**src/clk_mode_pkg.sv**
```systemverilog
// Constants shared by the CPU clock mode and wait control block
package clk_mode_pkg;

    // Active source codes for the CPU clock divider
    localparam logic [1:0] SRC_MAIN = 2'h0;
    localparam logic [1:0] SRC_SUB  = 2'h1;
    localparam logic [1:0] SRC_FAST = 2'h2;
    localparam logic [1:0] SRC_SLOW = 2'h3;

    // Divider-select pair encodings
    localparam logic [1:0] DIV_SEL_1  = 2'h0;
    localparam logic [1:0] DIV_SEL_2  = 2'h1;
    localparam logic [1:0] DIV_SEL_4  = 2'h2;
    localparam logic [1:0] DIV_SEL_16 = 2'h3;

    // Terminal counts in source edges (ratio minus one)
    localparam logic [3:0] LIM_1  = 4'h0;
    localparam logic [3:0] LIM_2  = 4'h1;
    localparam logic [3:0] LIM_4  = 4'h3;
    localparam logic [3:0] LIM_8  = 4'h7;
    localparam logic [3:0] LIM_16 = 4'hf;

    // Values after reset: slow oscillator, no division
    localparam logic [1:0] RST_SRC      = SRC_SLOW;
    localparam logic [3:0] RST_LIM      = LIM_1;
    localparam logic [1:0] RST_DIV_SEL  = DIV_SEL_1;
    localparam logic       RST_DIV_EIGHT = 1'b0;

    // Wake latency in clk_sys cycles, before and extra per option
    localparam logic [7:0] WAKE_CYC_BASE  = 8'h10;
    localparam logic [7:0] WAKE_CYC_FLASH = 8'h20;
    localparam logic [7:0] WAKE_CYC_VREG  = 8'h40;

    // Power state, one-hot
    typedef enum logic [2:0] {
        ST_RUN  = 3'b001,
        ST_WAIT = 3'b010,
        ST_WAKE = 3'b100
    } pwr_state_t;

endpackage

```
**src/cpu_clock_mode_and_wait_control.sv**
```systemverilog
// CPU clock source/divider selection, peripheral clock gating and wait mode control
`timescale 1ns/1ps

module cpu_clock_mode_and_wait_control
    import clk_mode_pkg::*;
(
    input  wire logic       clk_sys,
    input  wire logic       rstn,
    input  wire logic       main_crystal_clock,
    input  wire logic       sub_crystal_clock,
    input  wire logic       fast_osc_clock,
    input  wire logic       slow_osc_clock,
    input  wire logic       slow_osc_stop,
    input  wire logic       fast_osc_enable,
    input  wire logic       internal_osc_select,
    input  wire logic       internal_osc_system_select,
    input  wire logic       sub_clock_select,
    input  wire logic       osc_stop_irq_enable,
    input  wire logic       wait_periph_clock_stop,
    input  wire logic       internal_power_low_consumption,
    input  wire logic       flash_stop_bit,
    input  wire logic       watchdog_protect,
    input  wire logic       wait_instruction,
    input  wire logic       wait_entry_bit,
    input  wire logic       div_write,
    input  wire logic       div_write_eight,
    input  wire logic [1:0] div_write_sel,
    input  wire logic       wake_clock_sel_0,
    input  wire logic       wake_clock_sel_1,
    input  wire logic       wake_clock_sel_2,
    input  wire logic       irq_serial,
    input  wire logic       serial_ext_clock,
    input  wire logic       irq_key,
    input  wire logic       irq_adc,
    input  wire logic       irq_timer_ra,
    input  wire logic       timer_ra_async_source,
    input  wire logic       irq_timer_rb,
    input  wire logic       irq_timer_rc,
    input  wire logic       irq_timer_re,
    input  wire logic       timer_re_rtc_mode,
    input  wire logic       irq_ext_pin,
    input  wire logic       irq_volt_mon,
    input  wire logic       irq_osc_stop,
    output logic            cpu_clock,
    output logic            watchdog_clock_run,
    output logic [4:0]      periph_clock,
    output logic            timer_ra_osc_clock,
    output logic            fast_osc_undivided_clock,
    output logic            vdet_clock,
    output logic            divide_by_eight_bit,
    output logic            cpu_divider_sel_lo,
    output logic            cpu_divider_sel_hi,
    output logic            in_wait,
    output logic            port_hold,
    output logic            low_supply_current,
    output logic            wake_pulse
);
    import clk_mode_pkg::*;

    ////////////////////////////////////////////////////////////////////////////
    // Oscillator pin synchronisers: stages 0,1 sync, stage 2 for edge detect
    // Limitation: an oscillator half period must span three clk_sys cycles
    logic [3:0] sync0;
    logic [3:0] sync1;
    logic [3:0] sync2;
    wire  [3:0] osc_raw = {slow_osc_clock, fast_osc_clock, sub_crystal_clock,
                           main_crystal_clock};
    wire  [3:0] osc_edge;
    wire  [3:0] osc_rise;

    // One synchroniser chain per oscillator
    genvar gi;
    generate
        for (gi = 0; gi < 4; gi = gi + 1) begin : g_sync
            // Stage 0 feeds only stage 1
            always_ff @(posedge clk_sys) begin
                if (!rstn) begin
                    sync0[gi] <= 1'b0;
                    sync1[gi] <= 1'b0;
                    sync2[gi] <= 1'b0;
                end else begin
                    sync0[gi] <= osc_raw[gi];
                    sync1[gi] <= sync0[gi];
                    sync2[gi] <= sync1[gi];
                end
            end
            assign osc_edge[gi] = sync1[gi] ^ sync2[gi];
            assign osc_rise[gi] = sync1[gi] & ~sync2[gi];
        end
    endgenerate

    ////////////////////////////////////////////////////////////////////////////
    // Internal oscillator selection and requested CPU source
    wire slow_run  = ~slow_osc_stop;
    wire int_fast  = fast_osc_enable & internal_osc_select;
    wire int_slow  = slow_run & ~internal_osc_select;
    wire int_level = (int_fast & sync1[2]) | (int_slow & sync1[3]);
    wire int_rise  = (int_fast & osc_rise[2]) | (int_slow & osc_rise[3]);

    wire [1:0] req_src = internal_osc_system_select ? (int_fast ? SRC_FAST : SRC_SLOW)
                       : (sub_clock_select ? SRC_SUB : SRC_MAIN);

    // Divider-select pair, loaded by a software write or by a wake
    logic [1:0] cpu_div_sel;

    wire [3:0] req_lim = divide_by_eight_bit            ? LIM_8  :
                         (cpu_div_sel == DIV_SEL_1)     ? LIM_1  :
                         (cpu_div_sel == DIV_SEL_2)     ? LIM_2  :
                         (cpu_div_sel == DIV_SEL_4)     ? LIM_4  : LIM_16;

    ////////////////////////////////////////////////////////////////////////////
    // Power state machine
    pwr_state_t state;
    pwr_state_t next_state;
    logic [7:0] wake_cnt;
    logic       entry_low_speed;

    wire enter_wait = wait_instruction | wait_entry_bit;

    // With peripheral clocks stopped only self-clocked sources can still request
    // wake eligibility, A/D never wakes
    wire wake_any_clk = irq_serial | irq_key | irq_timer_ra | irq_timer_rb |
                        irq_timer_rc | irq_timer_re | irq_ext_pin | irq_volt_mon |
                        irq_osc_stop;
    wire wake_stopped = (irq_serial & serial_ext_clock) | irq_key |
                        (irq_timer_ra & timer_ra_async_source) |
                        (irq_timer_re & timer_re_rtc_mode) | irq_ext_pin | irq_volt_mon;
    wire wake_req     = wait_periph_clock_stop ? wake_stopped : wake_any_clk;

    // Trade-off: fixed cycle figures stand in for the real restart times
    // latency from flash stop and low-consumption bits
    wire [7:0] wake_lim = WAKE_CYC_BASE
                        + (flash_stop_bit ? WAKE_CYC_FLASH : 8'h00)
                        + (internal_power_low_consumption ? WAKE_CYC_VREG : 8'h00);

    // wake-clock bits: bit 0 enables the update, bits 2:1 the pair
    wire       wake_load = (state == ST_WAIT) & wake_req & wake_clock_sel_0;
    wire [1:0] wake_sel  = {wake_clock_sel_2, wake_clock_sel_1};

    // Reset is the other way out of wait, taken by the synchronous reset
    // Next state decode
    always_comb begin
        next_state = state;
        unique case (state)
            ST_RUN:  begin
                if (enter_wait) next_state = ST_WAIT;
            end
            ST_WAIT: begin
                if (wake_req) next_state = ST_WAKE;
            end
            ST_WAKE: begin
                if (wake_cnt >= wake_lim) next_state = ST_RUN;
            end
        endcase
    end

    // Entry mode is captured once, so a mode write in wait leaves low_supply_current unchanged
    // State, wake counter and entry mode capture
    always_ff @(posedge clk_sys) begin
        if (!rstn) begin
            state           <= ST_RUN;
            wake_cnt        <= 8'h00;
            entry_low_speed <= 1'b0;
        end else begin
            state           <= next_state;
            wake_cnt        <= (state == ST_WAKE) ? wake_cnt + 8'h01 : 8'h00;
            if (state == ST_RUN && enter_wait) begin
                entry_low_speed <= sub_clock_select & ~internal_osc_system_select;
            end
        end
    end

    // Divider bits: software writes, wake overrides (hardware wins)
    // A same-cycle write would otherwise undo the wake clock choice
    always_ff @(posedge clk_sys) begin
        if (!rstn) begin
            divide_by_eight_bit <= RST_DIV_EIGHT;
            cpu_div_sel         <= RST_DIV_SEL;
        end else if (wake_load) begin
            divide_by_eight_bit <= 1'b0;
            cpu_div_sel         <= wake_sel;
        end else if (div_write) begin
            divide_by_eight_bit <= div_write_eight;
            cpu_div_sel         <= div_write_sel;
        end
    end
    assign cpu_divider_sel_lo = cpu_div_sel[0];
    assign cpu_divider_sel_hi = cpu_div_sel[1];

    ////////////////////////////////////////////////////////////////////////////
    // CPU clock divider, toggles every limit+1 edges of the active source
    // Both source edges count, so limit+1 edges make one half period
    logic [1:0] act_src;
    logic [3:0] act_lim;
    logic [3:0] div_cnt;

    // stop in wait unless osc-stop interrupt enabled
    wire cpu_hold = (state != ST_RUN) & ~((state == ST_WAIT) & osc_stop_irq_enable);
    wire src_edge = (act_src == SRC_MAIN) ? osc_edge[0] :
                    (act_src == SRC_SUB)  ? osc_edge[1] :
                    (act_src == SRC_FAST) ? (osc_edge[2] & fast_osc_enable)
                                          : (osc_edge[3] & slow_run);
    wire at_term  = src_edge & (div_cnt == act_lim);

    // settings load only as the clock goes or stays low
    // Limitation: a stopped active source freezes the divider until it runs again
    always_ff @(posedge clk_sys) begin
        if (!rstn) begin
            cpu_clock <= 1'b0;
            div_cnt   <= 4'h0;
            act_src   <= RST_SRC;
            act_lim   <= RST_LIM;
        end else if (at_term) begin
            div_cnt <= 4'h0;
            if (cpu_clock || cpu_hold) begin
                cpu_clock <= 1'b0;
                act_src   <= req_src;
                act_lim   <= req_lim;
            end else begin
                cpu_clock <= 1'b1;
            end
        end else if (src_edge) begin
            div_cnt <= div_cnt + 4'h1;
        end
    end

    ////////////////////////////////////////////////////////////////////////////
    // Peripheral clocks f1, f2, f4, f8, f32 from the system clock
    // Count bit 3 is skipped: bit 4 already divides by 32
    logic [4:0] sys_cnt;
    wire sys_level = internal_osc_system_select ? int_level
                   : (sub_clock_select ? sync1[1] : sync1[0]);
    wire sys_rise  = internal_osc_system_select ? int_rise
                   : (sub_clock_select ? osc_rise[1] : osc_rise[0]);
    wire periph_gate = (state != ST_RUN) & wait_periph_clock_stop;

    // Registered outputs; gating is a trade against the one-cycle output delay
    always_ff @(posedge clk_sys) begin
        if (!rstn) begin
            sys_cnt                  <= 5'h00;
            periph_clock             <= 5'h00;
            timer_ra_osc_clock       <= 1'b0;
            fast_osc_undivided_clock <= 1'b0;
            vdet_clock               <= 1'b0;
        end else begin
            sys_cnt <= sys_rise ? sys_cnt + 5'h01 : sys_cnt;
            periph_clock <= periph_gate ? 5'h00
                          : {sys_cnt[4], sys_cnt[2], sys_cnt[1], sys_cnt[0], sys_level};
            timer_ra_osc_clock       <= (slow_run | fast_osc_enable) & int_level;
            fast_osc_undivided_clock <= fast_osc_enable & sync1[2];
            vdet_clock               <= slow_run & sync1[3];
        end
    end

    ////////////////////////////////////////////////////////////////////////////
    // Status outputs
    // Ports stay held through the wake latency, until the CPU runs again
    assign in_wait            = (state == ST_WAIT);
    assign port_hold          = (state != ST_RUN);
    // watchdog follows CPU clock unless protected
    assign watchdog_clock_run = watchdog_protect | ~cpu_hold;
    // Only a wait entered from the sub-crystal mode lowers the supply
    // reduced supply current
    assign low_supply_current = in_wait & entry_low_speed & internal_power_low_consumption;
    // Marks the eligible request that ends wait
    assign wake_pulse         = in_wait & wake_req;

endmodule // cpu_clock_mode_and_wait_control

```
**config.mk**
```make
export PLATFORM = sky130hd
export DESIGN_NAME = cpu_clock_mode_and_wait_control
export DESIGN_NICKNAME = d
export VERILOG_FILES = /design/src/clk_mode_pkg.sv /design/src/cpu_clock_mode_and_wait_control.sv
export SDC_FILE = /design/constraint.sdc
export NUM_CORES = 1
export LEC_CHECK = 0
export ABC_CLOCK_PERIOD_IN_PS = 2100
export BUFFER_PORTS_ARGS = -buffer_cell sky130_fd_sc_hd__buf_2
export CORE_ASPECT_RATIO = 1.1
export CORE_MARGIN = 5
export CORE_UTILIZATION = 50
export CTS_BUF_LIST = sky130_fd_sc_hd__clkbuf_8
export CTS_CLUSTER_DIAMETER = 150
export CTS_CLUSTER_SIZE = 28
export DETAILED_ROUTE_END_ITERATION = 12
export GPL_TIMING_DRIVEN = 1
export PLACE_DENSITY = 0.9
export RECOVER_POWER = 25
export SYNTH_ARGS = -nofsm -noshare
export SYNTH_HDL_FRONTEND = slang
export SYNTH_SLANG_ARGS = --single-unit
```
**constraint.sdc**
```tcl
create_clock -name clk_sys -period 2.1 [get_ports clk_sys]
set_clock_uncertainty 0.2 [all_clocks]
set_input_delay 0.21 -clock clk_sys [delete_from_list [all_inputs] [get_ports clk_sys]]
set_output_delay 0.21 -clock clk_sys [all_outputs]
set_load 0.05 [all_outputs]
```
==> Flow_metrics.wiki <==
{| class="wikitable"
! Metric !! Value
|-
| Number of max-capacitance violations reported || 0
|-
| TritonCTS sink count || 51
|-
| GR Util met3 || 0.05006
|-
| Clock root buffer || clkbuf_8
|-
| Yosys Warn Count || 0
|-
| TritonCTS clock tree || built
|-
| Logic gate share of total power || 0.159
|-
| Die Span X || between 70 and 80 um
|-
| Final instance count without filler cells || 367
|-
| Antenna-violating nets left || 0
|-
| Total number of placement rows || 25
|-
| Boundary Pins || 55
|-
| Worst Slack Setup Final || -71.04 ps
|-
| Port bufs || 53
|-
| Register clock-pin slew on the reported worst setup and hold paths || approximately 90 ps
|-
| Required time at the endpoint of the critical path || 2100 ps
|-
| Average size of a mapped cell || between 9 and 10 um2
|-
| Post-synthesis instance area || around 2300 um2
|-
| DRT iter0 DRCs || 93
|-
| Peak fanout along the critical path || 7
|-
| Outcome || complete, but fails checks
|-
| Class of the tightest hold or removal check || in -> reg
|-
| Max VDD drop || just over 0.0005 V
|-
| Worst Tran Pin Value || ~520 ps
|-
| Length in cells of the worst reg-to-reg path || 6
|-
| Setup crit end || act_lim[1]$_SDFFE_PN0P_
|-
| Number of antenna cells inserted || 0
|-
| Drt total wl || about 5 mm
|-
| Post-detailed-placement cell area || 2646 um2
|-
| Total track usage || 0.1769
|-
| Dominant register cell in the synthesized netlist || dfxtp_1
|-
| Share of synthesized area occupied by flip-flops and latches || 0.4493
|-
| Ys async rst share || 0
|-
| Met2 demand-to-capacity share in global routing || 0.3165
|-
| Sequential cell fraction of total power || 0.525
|-
| Part of the cycle the worst path needs || 1.034
|-
| Clock latency at the later pin of the worst-skew pair || 310 ps
|-
| Clock buffer depth || 2
|-
| Endpoints failing setup || 6
|-
| Critical path data arrival time || 2170 ps
|-
| HPWL after detailed placement || about 3.8 mm
|-
| Commonest cells after routing, fill and taps aside || buf_2, dfxtp_1, nor2_1
|-
| Highest Clock Rate || 460.6 MHz
|-
| Number of vias in the routed layout || slightly below 2000
|-
| Switching fraction of total power || 0.2712
|-
| Final-report hold violation count || 0
|-
| Synth Net Count || slightly below 300
|-
| Maximum level of the CTS H-tree || 2
|-
| Power per standard cell area || just under 700 nW/um2
|-
| CP endpoint kind || register
|-
| Slew Limit Fails || 0
|-
| Crit Path Category || reg -> reg
|-
| Crit path largest cell delay || 570 ps
|-
| Total leakage power || 1.236 nW
|-
| Area of the die || about 6000 um2
|-
| Fraction of layout instances using a drive strength above 1 || 0.2843
|-
| CTS Buf Count || 5
|-
| Layout fillers || 338
|-
| Setup Slack @ Placement || -116.0 ps
|-
| Reg-to-reg endpoint || act_lim[1]$_SDFFE_PN0P_
|-
| Layout area overhead || 26.71%
|-
| Period minus WS final || approximately 2200 ps
|-
| Wire length of the first global-routing pass || roughly 8.3 mm
|-
| Synth cell types || 45
|-
| Initial core utilization || 0.5226
|-
| Pin count of the biggest net entering global routing || 16
|-
| Count of flip-flops with a built-in enable after synthesis || 0
|-
| Number of iterations in the first detailed-routing pass || 6
|-
| Type of element launching the critical path || register
|-
| Combined area of the multi-input logic cells || between 1000 and 1500 um2
|-
| Share of the synthesized area in the top cell type || 0.4493
|-
| Ranking of synthesized cells by area || dfxtp_1, ha_1, and2_1, a21oi_1, nor2_1
|-
| Synthesis-stage register bit count || about 50
|-
| Routed len/inst || 13.65 um
|-
| Worst slew margin relative to its limit || 0.6528
|-
| Total stage count of the critical path || 6
|-
| P_sw || 0.5321 mW
|-
| Final cell area excluding filler cells || ~2900 um2
|-
| Via count of the first global-routing pass || around 1900
|-
| Number of buffer and inverter instances along the worst setup path || 1
|-
| Cell with the largest stage delay on the worst path || mux4_2
|-
| Area of the core || between 4000 and 5000 um2
|-
| Die Height || between 80 and 90 um
|-
| Startpoint of the lowest-slack register-to-register path || sync1[3]$_SDFF_PN0_
|-
| Ordered cell list for the critical path || ha_4, or2_0, mux4_2, nor3_4, buf_6, a211oi_2
|-
| Post-synth top area cell || dfxtp_1
|-
| Delay-heaviest family, CP || multiplexers
|-
| Most common library cell in the layout ignoring fill and taps || buf_2
|-
| PnR Total Power || around 2.0 mW
|-
| GR peak layer || met2
|-
| Total placed cells including tap cells || 350
|-
| Routability-driven placement congestion ratio || between 0.8 and 0.9
|-
| Cell-internal power || 1.430 mW
|-
| Unrepaired setup endpoints after global routing || yes
|-
| Via-to-Cell Ratio || 5.390
|-
| CP Launch Point || sync1[3]$_SDFF_PN0_
|-
| Number of antenna violations at the first check in global routing || 0
|-
| Total overflow reported by the global router || 0
|-
| Flop-to-flop setup slack || -70 ps
|-
| Gate Count Post-Synth || 242
|-
| Clock power frac || 0.316
|-
| Layout Nets || between 300 and 400
|-
| Residual DRC || 0
|-
| Violations in the final reports || setup timing
|-
| Footprint of the flip-flops and latches || just over 1000 um2
|-
| Met1 Resource Use GR || 0.1995
|}
[how the worst min path moves through the flow]
stage	slack [ps]	cells past startpoint	to	startpoint
2_1_floorplan	140	1	sync0[0]$_SDFF_PN0_	main_crystal_clock
3_3_place_gp	210	1	sync1[1]$_SDFF_PN0_	sync0[1]$_SDFF_PN0_
3_5_place_dp	220	2	sync0[0]$_SDFF_PN0_	main_crystal_clock
4_1_cts	5	3	vdet_clock$_SDFF_PN0_	slow_osc_stop
5_1_grt	10	2	fast_osc_undivided_clock$_SDFF_PN0_	fast_osc_enable
6_report	10	3	vdet_clock$_SDFF_PN0_	slow_osc_stop
[what timing repair did]
action                                  CTS  global route
gates resized for setup                   5             8
pin swaps                                 2             2
hold endpoints to repair                  6             0
hold buffers                              6             0
endpoints found under the setup margin    9            11
setup buffers                             0             3
gates cloned                              0             0
[cell usage after synthesis, drive strengths merged, types with 2 or more instances]
master,count
dfxtp,51
nor2,18
and2,17
inv,16
a21oi,14
ha,10
nand2,10
o21ai,9
a211oi,8
nand3,8
xnor2,6
and3,5
mux2i,5
nor2b,5
nor3,5
xor2,5
a31oi,4
clkbuf,4
mux2,3
nand2b,3
o31ai,3
or3,3
or4,3
a211o,2
mux4,2
nand3b,2
nand4,2
nor4,2
or2,2
or3b,2
[power groups by stage]
stage	registers, mW	clock network, mW	logic (mW)
floorplan	1.07	0	0.166
global placement	1.05	0	0.281
detailed placement	1.05	0	0.289
CTS	1.03	0.629	0.300
global route	1.04	0.668	0.343
finish	1.03	0.619	0.313
[area by class of cell]
type | count | share of cell area
Clock buffer | 7 | 0.03346
Clock inverter | 1 | 0.002608
Inverter | 16 | 0.02086
Multi-Input combinational cell | 170 | 0.4237
Sequential cell | 51 | 0.3559
Tap cell | 54 | 0.02347
Timing Repair Buffer | 68 | 0.1399
[cells by family after synthesis]
kind of cell / synth area share
AO/OA/AOI/OAI: 0.1355
XOR/XNOR: 0.04240
adder cells (fa/ha/maj): 0.05507
buffers and inverters: 0.03469
flip-flops: 0.4493
multiplexers: 0.05672
AND/OR/NAND/NOR: 0.2263
[metrics by stage]
stage                     utilization  setup TNS [ps]  hold WS [ps]
after floorplan                     -               0         137.3
after global placement         0.6086          -51.00         213.9
after detailed placement       0.6086          -499.4         220.5
after CTS                      0.6501          -91.58         5.241
after global routing           0.6622           -1227         11.51
final                          0.6622          -351.3         11.65
[worst reg2reg max path, stage by stage (launching register included)]
cell and delay [ps]:
dfxtp_2 350, ha_4 240, or2_0 190, mux4_2 570
nor3_4 320, buf_6 150, a211oi_2 50
[per-layer routing]
layer,routed length (um),share of wire
met1,2034,0.41
met2,2613,0.52
met3,261,0.052
met4,102,0.020
met5,0,0
[sequential cells by signal, indices dropped and copies added, names as in the netlist, 2 cells and up]
name and count:
act_src 2, sync1 4, state 3, act_lim 4, cpu_div_sel 2, sys_cnt 5
div_cnt 4, sync0 4, periph_clock 5, sync2 4, wake_cnt 8
Power figures use the tool's default switching activity.
